--- src/rtl/trlc_pkg.sv ---
// Package of constants for the temperature readout and limit check block
package trlc_pkg;

  // ****************************************************************
  // Code format
  // ****************************************************************
  localparam int          CODE_W      = 12;
  localparam int          FRAC_BITS   = 3;
  localparam logic [11:0] CODE_MINUS  = 12'h400;
  localparam logic [11:0] CODE_ZERO   = 12'h800;
  localparam logic [11:0] CODE_PLUS   = 12'hc00;
  localparam logic [11:0] CODE_RESET  = 12'h800;

  // ****************************************************************
  // Averaging
  // ****************************************************************
  localparam int          AVG_LOG2    = 4;
  localparam int          AVG_COUNT   = 16;
  localparam int          ACC_W       = 16;
  localparam logic [3:0]  AVG_LAST    = 4'hf;

  // ****************************************************************
  // Timing
  // ****************************************************************
  localparam int          CLK_MHZ     = 100;
  localparam int          MEAS_MS     = 600;
  localparam int          MEAS_CYC    = MEAS_MS * 1000 * CLK_MHZ;
  localparam int          CYCLE_CYC   = MEAS_CYC / AVG_COUNT;
  localparam int          PHASE_CYC   = CYCLE_CYC / 2;

  // ****************************************************************
  // Channels
  // ****************************************************************
  localparam int          CH_REMOTE   = 0;
  localparam int          CH_LOCAL    = 1;
  localparam int          NUM_CH      = 2;

  typedef enum logic [1:0] {
    TRLC_IDLE = 2'b00,
    TRLC_LOW  = 2'b01,
    TRLC_HIGH = 2'b10,
    TRLC_DONE = 2'b11
  } trlc_state_t;

endpackage : trlc_pkg

--- src/rtl/trlc_limit_cmp.sv ---
// Limit comparator for one temperature channel
`timescale 1ns/1ps
module trlc_limit_cmp (
  input  wire logic        ref_clk_in,
  input  wire logic        rst_n_in,
  input  wire logic        valid_in,
  input  wire logic [11:0] result_in,
  input  wire logic [11:0] limit_in,
  input  wire logic        limit_is_lower_in,
  output logic             warn_out
);

  // ****************************************************************
  // Compare
  // ****************************************************************
  wire logic over_w  = result_in > limit_in;
  wire logic under_w = result_in < limit_in;
  wire logic hit_w   = limit_is_lower_in ? under_w : over_w;

  logic warn_q;
  always_ff @(posedge ref_clk_in or negedge rst_n_in) begin
    if (!rst_n_in) warn_q <= 1'b0;
    else if (valid_in) warn_q <= hit_w;
  end
  assign warn_out = warn_q;

  a_warn_follows: assert property (@(posedge ref_clk_in)
    disable iff (!rst_n_in)
    valid_in |=> warn_out == $past(hit_w))
    else $error("Warning does not match compare");

endmodule : trlc_limit_cmp

--- src/rtl/trlc_top.sv ---
// Temperature readout, averaging and limit check
`timescale 1ns/1ps
module trlc_top #(
  parameter int MEAS_CYC = trlc_pkg::MEAS_CYC
) (
  input  wire logic        ref_clk_in,
  input  wire logic        rst_n_in,
  input  wire logic        enable_in,
  output logic             bias_high_out,
  output logic             adc_start_out,
  input  wire logic        adc_done_in,
  input  wire logic [11:0] adc_code_in,
  input  wire logic        local_valid_in,
  input  wire logic [11:0] local_code_in,
  input  wire logic [11:0] remote_limit_in,
  input  wire logic        remote_lower_in,
  input  wire logic [11:0] local_limit_in,
  input  wire logic        local_lower_in,
  output logic [11:0]      remote_temp_out,
  output logic [11:0]      local_temp_out,
  output logic             remote_valid_out,
  output logic             seq_warn_remote_out,
  output logic             seq_warn_local_out,
  output logic [1:0]       warn_status_out
);

  // ****************************************************************
  // Constants
  // ****************************************************************
  localparam int        CYCLE_CYC = MEAS_CYC / trlc_pkg::AVG_COUNT;
  localparam int        PH_CYC    = (CYCLE_CYC / 2 < 1) ? 1 : CYCLE_CYC / 2;
  localparam logic [31:0] PH_LAST = 32'(PH_CYC - 1);

  // ****************************************************************
  // Functions
  // ****************************************************************
  function automatic logic [11:0] avg16(input logic [15:0] acc);
    avg16 = acc[15:4];
  endfunction : avg16

  // ****************************************************************
  // Synchronised inputs (from the analog front end domain)
  // ****************************************************************
  logic [1:0]  done_sync_q;
  logic [1:0]  en_sync_q;
  logic [1:0]  lv_sync_q;
  logic [11:0] code_s1_q;
  logic [11:0] code_s2_q;
  logic [11:0] lcode_s1_q;
  logic [11:0] lcode_s2_q;
  // Codes are held stable by their sources until after the capture edge
  always_ff @(posedge ref_clk_in or negedge rst_n_in) begin
    if (!rst_n_in) begin
      done_sync_q <= 2'b00;
      en_sync_q   <= 2'b00;
      lv_sync_q   <= 2'b00;
      code_s1_q   <= 12'h000;
      code_s2_q   <= 12'h000;
      lcode_s1_q  <= 12'h000;
      lcode_s2_q  <= 12'h000;
    end else begin
      done_sync_q <= {done_sync_q[0], adc_done_in};
      en_sync_q   <= {en_sync_q[0], enable_in};
      lv_sync_q   <= {lv_sync_q[0], local_valid_in};
      code_s1_q   <= adc_code_in;
      code_s2_q   <= code_s1_q;
      lcode_s1_q  <= local_code_in;
      lcode_s2_q  <= lcode_s1_q;
    end
  end
  logic done_prev_q;
  logic lv_prev_q;
  wire logic done_rise_w = done_sync_q[1] & ~done_prev_q;
  wire logic lv_rise_w   = lv_sync_q[1] & ~lv_prev_q;

  // ****************************************************************
  // Measurement sequencer
  // ****************************************************************
  trlc_pkg::trlc_state_t state_q, state_d;
  logic [31:0] ph_cnt_q;
  logic [3:0]  cyc_cnt_q;
  logic [15:0] acc_q;
  logic [11:0] lo_code_q;
  logic [11:0] remote_q;
  logic [11:0] local_q;
  logic        rvalid_q;
  logic        start_q;

  wire logic ph_end_w  = ph_cnt_q == PH_LAST;
  wire logic last_cyc_w = cyc_cnt_q == trlc_pkg::AVG_LAST;
  // Signed difference of the two bias phases (high minus low), re-centred on zero degrees
  wire logic [11:0] diff_w = code_s2_q - lo_code_q + trlc_pkg::CODE_ZERO;
  wire logic [15:0] acc_add_w = acc_q + {4'h0, diff_w};

  always_comb begin
    state_d = state_q;
    case (state_q)
      trlc_pkg::TRLC_IDLE: if (en_sync_q[1]) state_d = trlc_pkg::TRLC_LOW;
      trlc_pkg::TRLC_LOW:  if (ph_end_w) state_d = trlc_pkg::TRLC_HIGH;
      trlc_pkg::TRLC_HIGH: if (ph_end_w) begin
        state_d = last_cyc_w ? trlc_pkg::TRLC_DONE : trlc_pkg::TRLC_LOW;
      end
      trlc_pkg::TRLC_DONE: state_d = trlc_pkg::TRLC_IDLE;
      default:             state_d = trlc_pkg::TRLC_IDLE;
    endcase
  end

  wire logic in_meas_w = state_q == trlc_pkg::TRLC_LOW ||
                         state_q == trlc_pkg::TRLC_HIGH;

  always_ff @(posedge ref_clk_in or negedge rst_n_in) begin
    if (!rst_n_in) begin
      state_q     <= trlc_pkg::TRLC_IDLE;
      ph_cnt_q    <= 32'h0;
      done_prev_q <= 1'b0;
      lv_prev_q   <= 1'b0;
    end else begin
      state_q     <= state_d;
      ph_cnt_q    <= (!in_meas_w || ph_end_w) ? 32'h0 : ph_cnt_q + 32'h1;
      done_prev_q <= done_sync_q[1];
      lv_prev_q   <= lv_sync_q[1];
    end
  end

  // Bias alternates I / N x I within every cycle
  assign bias_high_out = state_q == trlc_pkg::TRLC_HIGH;

  always_ff @(posedge ref_clk_in or negedge rst_n_in) begin
    if (!rst_n_in) start_q <= 1'b0;
    // Start early so the answer lands inside the phase that it measures
    else start_q <= in_meas_w && ph_cnt_q == 32'h0;
  end
  assign adc_start_out = start_q;

  // Cycle count and accumulation
  always_ff @(posedge ref_clk_in or negedge rst_n_in) begin
    if (!rst_n_in) begin
      cyc_cnt_q <= 4'h0;
      lo_code_q <= trlc_pkg::CODE_RESET;
      acc_q     <= 16'h0;
    end else if (state_q == trlc_pkg::TRLC_IDLE) begin
      cyc_cnt_q <= 4'h0;
      acc_q     <= 16'h0;
    end else begin
      if (done_rise_w && state_q == trlc_pkg::TRLC_LOW)
        lo_code_q <= code_s2_q;
      if (done_rise_w && state_q == trlc_pkg::TRLC_HIGH)
        acc_q <= acc_add_w;
      if (state_q == trlc_pkg::TRLC_HIGH && ph_end_w)
        cyc_cnt_q <= cyc_cnt_q + 4'h1;
    end
  end

  // ****************************************************************
  // Result store
  // ****************************************************************
  always_ff @(posedge ref_clk_in or negedge rst_n_in) begin
    if (!rst_n_in) begin
      remote_q <= trlc_pkg::CODE_RESET;
      local_q  <= trlc_pkg::CODE_RESET;
      rvalid_q <= 1'b0;
    end else begin
      rvalid_q <= state_q == trlc_pkg::TRLC_DONE;
      if (state_q == trlc_pkg::TRLC_DONE)
        remote_q <= avg16(acc_q);
      if (lv_rise_w)
        local_q <= lcode_s2_q;
    end
  end
  assign remote_temp_out  = remote_q;
  assign local_temp_out   = local_q;
  assign remote_valid_out = rvalid_q;

  // ****************************************************************
  // Limit checks
  // ****************************************************************
  trlc_limit_cmp u_cmp_remote (
    .ref_clk_in        (ref_clk_in),
    .rst_n_in          (rst_n_in),
    .valid_in          (rvalid_q),
    .result_in         (remote_q),
    .limit_in          (remote_limit_in),
    .limit_is_lower_in (remote_lower_in),
    .warn_out          (seq_warn_remote_out)
  );
  trlc_limit_cmp u_cmp_local (
    .ref_clk_in        (ref_clk_in),
    .rst_n_in          (rst_n_in),
    .valid_in          (lv_prev_q),
    .result_in         (local_q),
    .limit_in          (local_limit_in),
    .limit_is_lower_in (local_lower_in),
    .warn_out          (seq_warn_local_out)
  );
  assign warn_status_out = {seq_warn_local_out, seq_warn_remote_out};

  // ****************************************************************
  // Assertions
  // ****************************************************************
  a_bias_phase: assert property (@(posedge ref_clk_in) disable iff (!rst_n_in)
    state_q == trlc_pkg::TRLC_LOW && ph_end_w |=> bias_high_out)
    else $error("Bias did not switch high");
  a_avg_store: assert property (@(posedge ref_clk_in) disable iff (!rst_n_in)
    state_q == trlc_pkg::TRLC_DONE |=> remote_q == $past(acc_q) >> 4)
    else $error("Stored result is not sum over sixteen");
  a_sixteen_cyc: assert property (@(posedge ref_clk_in) disable iff (!rst_n_in)
    state_q == trlc_pkg::TRLC_DONE |-> $past(cyc_cnt_q) == 4'hf)
    else $error("Result stored before sixteen cycles");
  a_valid_pulse: assert property (@(posedge ref_clk_in) disable iff (!rst_n_in)
    remote_valid_out |=> !remote_valid_out)
    else $error("Valid longer than one cycle");
  a_status_map: assert property (@(posedge ref_clk_in) disable iff (!rst_n_in)
    warn_status_out[0] == seq_warn_remote_out)
    else $error("Status bit differs from warning");
  a_idle_bias: assert property (@(posedge ref_clk_in) disable iff (!rst_n_in)
    state_q == trlc_pkg::TRLC_IDLE |-> !bias_high_out)
    else $error("Bias high while idle");
  a_remote_warn: assert property (@(posedge ref_clk_in) disable iff (!rst_n_in)
    rvalid_q && !remote_lower_in && remote_q > remote_limit_in
    |=> seq_warn_remote_out)
    else $error("Over limit without warning");
  a_local_hold: assert property (@(posedge ref_clk_in) disable iff (!rst_n_in)
    !lv_rise_w |=> $stable(local_q))
    else $error("Local result changed without sample");

  c_result: cover property (@(posedge ref_clk_in) remote_valid_out);
  c_warn: cover property (@(posedge ref_clk_in) seq_warn_remote_out);
  c_local: cover property (@(posedge ref_clk_in) seq_warn_local_out);

endmodule : trlc_top

--- config.mk ---
export PLATFORM = sky130hd
export DESIGN_NAME = trlc_top
export DESIGN_NICKNAME = d
export VERILOG_FILES = /design/src/rtl/trlc_pkg.sv /design/src/rtl/trlc_limit_cmp.sv /design/src/rtl/trlc_top.sv
export SDC_FILE = /design/constraint.sdc
export NUM_CORES = 1
export LEC_CHECK = 0
export ABC_AREA = 1
export BUFFER_PORTS_ARGS = -buffer_cell sky130_fd_sc_hd__buf_4
export CORE_AREA = 2 2 118 120
export DETAILED_ROUTE_END_ITERATION = 12
export DIE_AREA = 0 0 120 122
export PLACE_DENSITY = 0.82
export SLEW_MARGIN = 25
export SYNTH_ARGS = -nofsm -noshare
export SYNTH_HDL_FRONTEND = slang
export SYNTH_SLANG_ARGS = --single-unit
--- constraint.sdc ---
create_clock -name ref_clk_in -period 5.9 [get_ports ref_clk_in]
set_input_delay 1.18 -clock ref_clk_in [delete_from_list [all_inputs] [get_ports ref_clk_in]]
set_output_delay 1.18 -clock ref_clk_in [all_outputs]
set_load 0.01 [all_outputs]
Word-level counts from Yosys, hierarchy flattened:

Cells that the tools add are included.

* add/subtract/negate cells: 5
* order comparisons: 4
* equality and inequality tests: 8
* mux-type cells: 12
* bitwise gates (word level): 5
* reduce and logical (&&, ||, !) cells: 13

Operators with widths (count)
* $add 32x1->32 const B: 1
* $eq 32x21->1 const B: 1
* $logic_not 32->1: 1
* $mux 16: 2
* $mux 32: 1
* $gt 12x12->1: 2
* $lt 12x12->1: 2
* $add 16x12->16: 1
* $add 12x12->12 const B: 1
* $sub 12x12->12: 1
* $mux 2: 4
* $mux 4: 2
* $pmux 2 s4: 1
* $add 4x1->4 const B: 1
* $eq 2x2->1 const B: 2
* $eq 4x4->1 const B: 1
* $logic_and 1x1->1: 4
* $ne 2x2->1 const B: 2
* $reduce_bool 2->1: 2
* $not 1->1: 3
* $reduce_and 3->1: 1
* $and 1x1->1: 2
* $eq 2x1->1 const B: 1
* $logic_not 2->1: 1
* other kinds (5): 7

* flip-flop bits (word level): 150
* output and inout bits: 31
* word-level logic and storage cells: 67

Depth between registers and ports, before layout:

* word-level depth: 5
* depth in mapped cells: 21
* depth with buffers taken out: 21

Modules after synthesis:

From an unflattened synthesis, not the netlist that was laid out.

* cells, all modules: 968
* area total of the unflattened synthesis: 8166.6 um2

Modules (own cells, without submodules)
* trlc_top: times used 1, cells an instance 830, area an instance 7320.8 um2, sequential area each 3707.3 um2
* trlc_limit_cmp: times used 2, cells an instance 69, area an instance 422.9 um2, sequential area each 25.0 um2

Worst setup path after synthesis:

Ideal clock, no wire load.

* kind: register to register
* from: reg code_s2_q[1]
* to: reg acc_q[7]
* setup time: 0.126 ns
* data arrival time: 2.649 ns
* required time: 5.774 ns
* path slack: 3.125 ns
* cell stages (with the launch flop): 16
* path buffers: 0
* clock period less this slack: 2.775 ns
* path through: dfrtp_1 -> ha_1 -> ha_1 -> fa_1 -> nand3_1 -> nand2_1 -> xnor2_1 -> inv_1 -> ha_1 -> nand2_1 -> inv_1 -> a21oi_1 -> nand2_1 -> or2_0 -> nand3_1 -> o21ai_0

* word-level cells in the longest chain between the ends: 5

Ends and longest elaborated chain
* start, declared: RTL line trlc_top.sv:48 `logic [11:0] code_s2_q;`
* start signal, assigned: RTL line trlc_top.sv:66 `code_s2_q <= code_s1_q;`
* $sub 12x12->12: RTL line trlc_top.sv:92 `wire logic [11:0] diff_w = code_s2_q - lo_code_q + trlc_pkg::CODE_ZERO;`
* $add 12x12->12: RTL line trlc_top.sv:92
* $add 16x12->16: RTL line trlc_top.sv:93 `wire logic [15:0] acc_add_w = acc_q + {4'h0, diff_w};`
* $mux 16: RTL line trlc_top.sv:147 `if (done_rise_w && state_q == trlc_pkg::TRLC_HIGH)`
* $mux 16: RTL line trlc_top.sv:141 `end else if (state_q == trlc_pkg::TRLC_IDLE) begin`
* end signal, assigned: RTL line trlc_top.sv:148 `acc_q <= acc_add_w;`
* end, declared: RTL line trlc_top.sv:82 `logic [15:0] acc_q;`

Every way passes these cells. The select of a mux whose other input is x is not followed.
A chain may end at the register's enable or synchronous reset.

Final worst setup path:

* from: reg code_s2_q[1]
* to: reg acc_q[15]

Same word-level chain as after synthesis.

==> results.sh <==
export IMPL_status="completed"
export IMPL_syn_nets=1064
export IMPL_yosys_top_cells_count="nand2_1 (199), dfrtp_1 (147), inv_1 (133)"
export IMPL_setup_tns_ns=0
export IMPL_vias=6483
export IMPL_slew_violations=0
export IMPL_clock_latency_ns=0.42
export IMPL_drt_iter0_drc=523
export IMPL_final_layout_size_suffix_gt1_share_pct=17.2
export IMPL_period_share_pct=53.2
export IMPL_die_area_um2=14600
export IMPL_synth_main_ff_cell="dfrtp_1"
export IMPL_end_kind="register"
export IMPL_final_hold_violation_count=0
export IMPL_clock_sinks=150
export IMPL_max_freq_mhz=319
export IMPL_vdd_drop_max_mv=0.333
export IMPL_async_flop_share_pct=100
export IMPL_core_area_um2=13500
export IMPL_setup_viol=0
export IMPL_grt_pass1_wl_um=28000
export IMPL_min_delay_start="code_s1_q[10]"
export IMPL_power_w=0.00401
export IMPL_synth_area_leader_cell="dfrtp_1"
export IMPL_initial_core_util_pct=60.3
export IMPL_ctsResizeCount=0
export IMPL_clock_skew_ns=0.00825
export IMPL_drt_first_pass_iters=8
export IMPL_r2r_slack_ns=2.76
export IMPL_relSlewSlack_pct=42.2
export IMPL_track_usage_pct=24.0
export IMPL_clock_path_buffers=2
export IMPL_grt_max_degree=91
export IMPL_globalplace_congestion=0.926
export IMPL_ys_warn_count=0
export IMPL_cts_buffers=17
export IMPL_seq_area_frac_synth_pct=46.1
export IMPL_portBuffers=85
export IMPL_setup_worst_path_class="register to register"
export IMPL_rsz0062_at_grt="false"
export IMPL_yosysMostFrequentCell="nand2_1"
export IMPL_area_growth_pct=17.1
export IMPL_viasPerCell=5.29
export IMPL_cap_violations=0
export IMPL_ys_types=47
export IMPL_hp_class="register to register"
export IMPL_hold_buffers=0
export IMPL_regToRegEndpoint="acc_q[15]"
export IMPL_cp_required_ns=6.22
export IMPL_routed_wl_um=16500
export IMPL_syn_avg_cell_area_um2=8.64
export IMPL_wl_per_cell_um=13.5
export IMPL_synth_edff_count=0
export IMPL_ys_seq_elements=150
export IMPL_worstMarginPinSlew_ns=0.864
export IMPL_nFillCells=1050
export IMPL_synth_area_leaders="dfrtp_1 (45%), ha_1 (10%), nand2_1 (9.2%)"
export IMPL_synth_area_um2=8140
export IMPL_antenna_cells=0
export IMPL_cp_start_kind="register"
export IMPL_gr_total_overflow=0
export IMPL_rr_startpoint="code_s2_q[1]"
export IMPL_htree_levels=4
export IMPL_num_rows=43
export IMPL_nNetsFinal=1156
export IMPL_dp_hpwl_um=12100
export IMPL_synth_top_area_share_pct=45.2
export IMPL_clk_pin_slew_ns=0.06
export IMPL_postSynthCellCount=942
export IMPL_ant_nets=0
export IMPL_cts_root_buf="clkbuf_16"
export IMPL_critPathMaxFanout=5
export IMPL_cts_tree="yes"
export IMPL_grt_antenna_before_repair=0
export IMPL_setup_worst_path_start="code_s2_q[1]"
export IMPL_min_to="code_s2_q[10]"
export IMPL_p_leak_nw=5.00
export IMPL_worst_endpoint_arrival_ns=3.45
export IMPL_grt_pass1_vias=6236
export IMPL_drc=0
export IMPL_io_pins=86
export IMPL_die_height_um=122
export IMPL_power_density_nw_per_um2=421
export IMPL_min_period_ns=3.14
export IMPL_whs_path_depth=0
export IMPL_dieWidth_um=120
export IMPL_worst_r2r_path_depth=17
export IMPL_cts_setup_buffers=0
## where the power goes
part	total (W)	internal (W)	leakage, nW	switching [W]
combinational	0.00165	0.000615	2.83	0.00103
clock	0.00111	0.000680	0.295	0.000427
sequential	0.00126	0.00117	1.88	0.0000869
total	0.00401	0.00246	5.00	0.00155
## placed cells by master, fill, tap and decap left out, types with 11 or more instances in the layout
| cell | n |
|---|---|
| nand2_1 | 199 |
| a21oi_1 | 46 |
| clkbuf_16 | 17 |
| nor3_1 | 11 |
| nor2_1 | 119 |
| o21ai_0 | 17 |
| nand3_1 | 46 |
| inv_1 | 133 |
| buf_4 | 85 |
| nand4_1 | 24 |
| xor2_1 | 25 |
| ha_1 | 65 |
| dfrtp_1 | 147 |
| nor2_2 | 11 |
| mux2_2 | 17 |
## registers in the layout, indices dropped and copies added, names as in the netlist, 2 cells and up
register         count
lo_code_q           12
code_s2_q           12
en_sync_q            2
code_s1_q           12
lcode_s1_q          12
state_q              2
ph_cnt_q            32
lv_sync_q            2
acc_q               16
local_temp_out      12
cyc_cnt_q            4
lcode_s2_q          12
done_sync_q          2
remote_temp_out     12
## worst max-delay path by stage
| stage | to | slack, ns | cells past startpoint |
|---|---|---|---|
| 5_1_grt | acc_q[13] | 2.59 | 20 |
| 3_5_place_dp | acc_q[14] | 2.85 | 15 |
| 2_1_floorplan | acc_q[7] | 3.12 | 15 |
| 4_1_cts | acc_q[15] | 2.83 | 17 |
| 6_report | acc_q[15] | 2.76 | 17 |
| 3_3_place_gp | acc_q[13] | 2.90 | 14 |
## cell families after synthesis
family                   share of synthesized area [%]
AO/OA/AOI/OAI                                     4.99
XOR/XNOR                                          3.33
adder cells (fa/ha/maj)                           10.5
buffers and inverters                             7.58
flip-flops                                        46.1
multiplexers                                      2.35
AND/OR/NAND/NOR                                   25.1
## critical path, cell delays in order (launching register included)
cell	delay, ns
dfrtp_1	0.38
ha_1	0.30
ha_1	0.26
fa_1	0.48
nand3_1	0.13
nand2_1	0.09
xnor2_1	0.14
inv_1	0.06
ha_1	0.36
nand2_1	0.13
nor2_1	0.11
nand3_1	0.08
nand2_1	0.13
nand2_1	0.07
nand2_1	0.09
nand3_1	0.10
nand2_1	0.09
nor2_1	0.04
## layout make-up
| cell class | instances | area, µm² | area share, % |
|---|---|---|---|
| tap | 180 | 225 | 2.36 |
| timing repair buffer | 86 | 649 | 6.81 |
| multi-input combinational | 639 | 3770 | 39.5 |
| inverter | 140 | 528 | 5.54 |
| sequential | 150 | 3760 | 39.4 |
| clock inverter | 9 | 115 | 1.21 |
| clock buffer | 22 | 494 | 5.18 |
## per-stage QoR
step | instance area, µm² | worst slack, ns | hold WS (ns) | std cells | utilization, %
2_1_floorplan | 8140 | 3.12 | 0.331 | 942 | -
3_3_place_gp | 8930 | 2.90 | 0.331 | 1195 | 66.1
3_5_place_dp | 8930 | 2.85 | 0.335 | 1195 | 66.1
4_1_cts | 9540 | 2.83 | 0.348 | 1226 | 70.6
5_1_grt | 9540 | 2.59 | 0.356 | 1226 | 70.6
6_report | 9540 | 2.76 | 0.345 | 1226 | 70.6
## per-layer routing
layer  vias to the layer above  wire length (µm)  global-route usage (%)
li1                       3188                 -                       -
met5                         -                 0                       0
met3                        33               886                    4.17
met4                         0               272                    9.26
met2                       224              7840                    39.2
met1                      3038              7520                    32.3
Note: power is estimated with default switching activity, not from simulation.
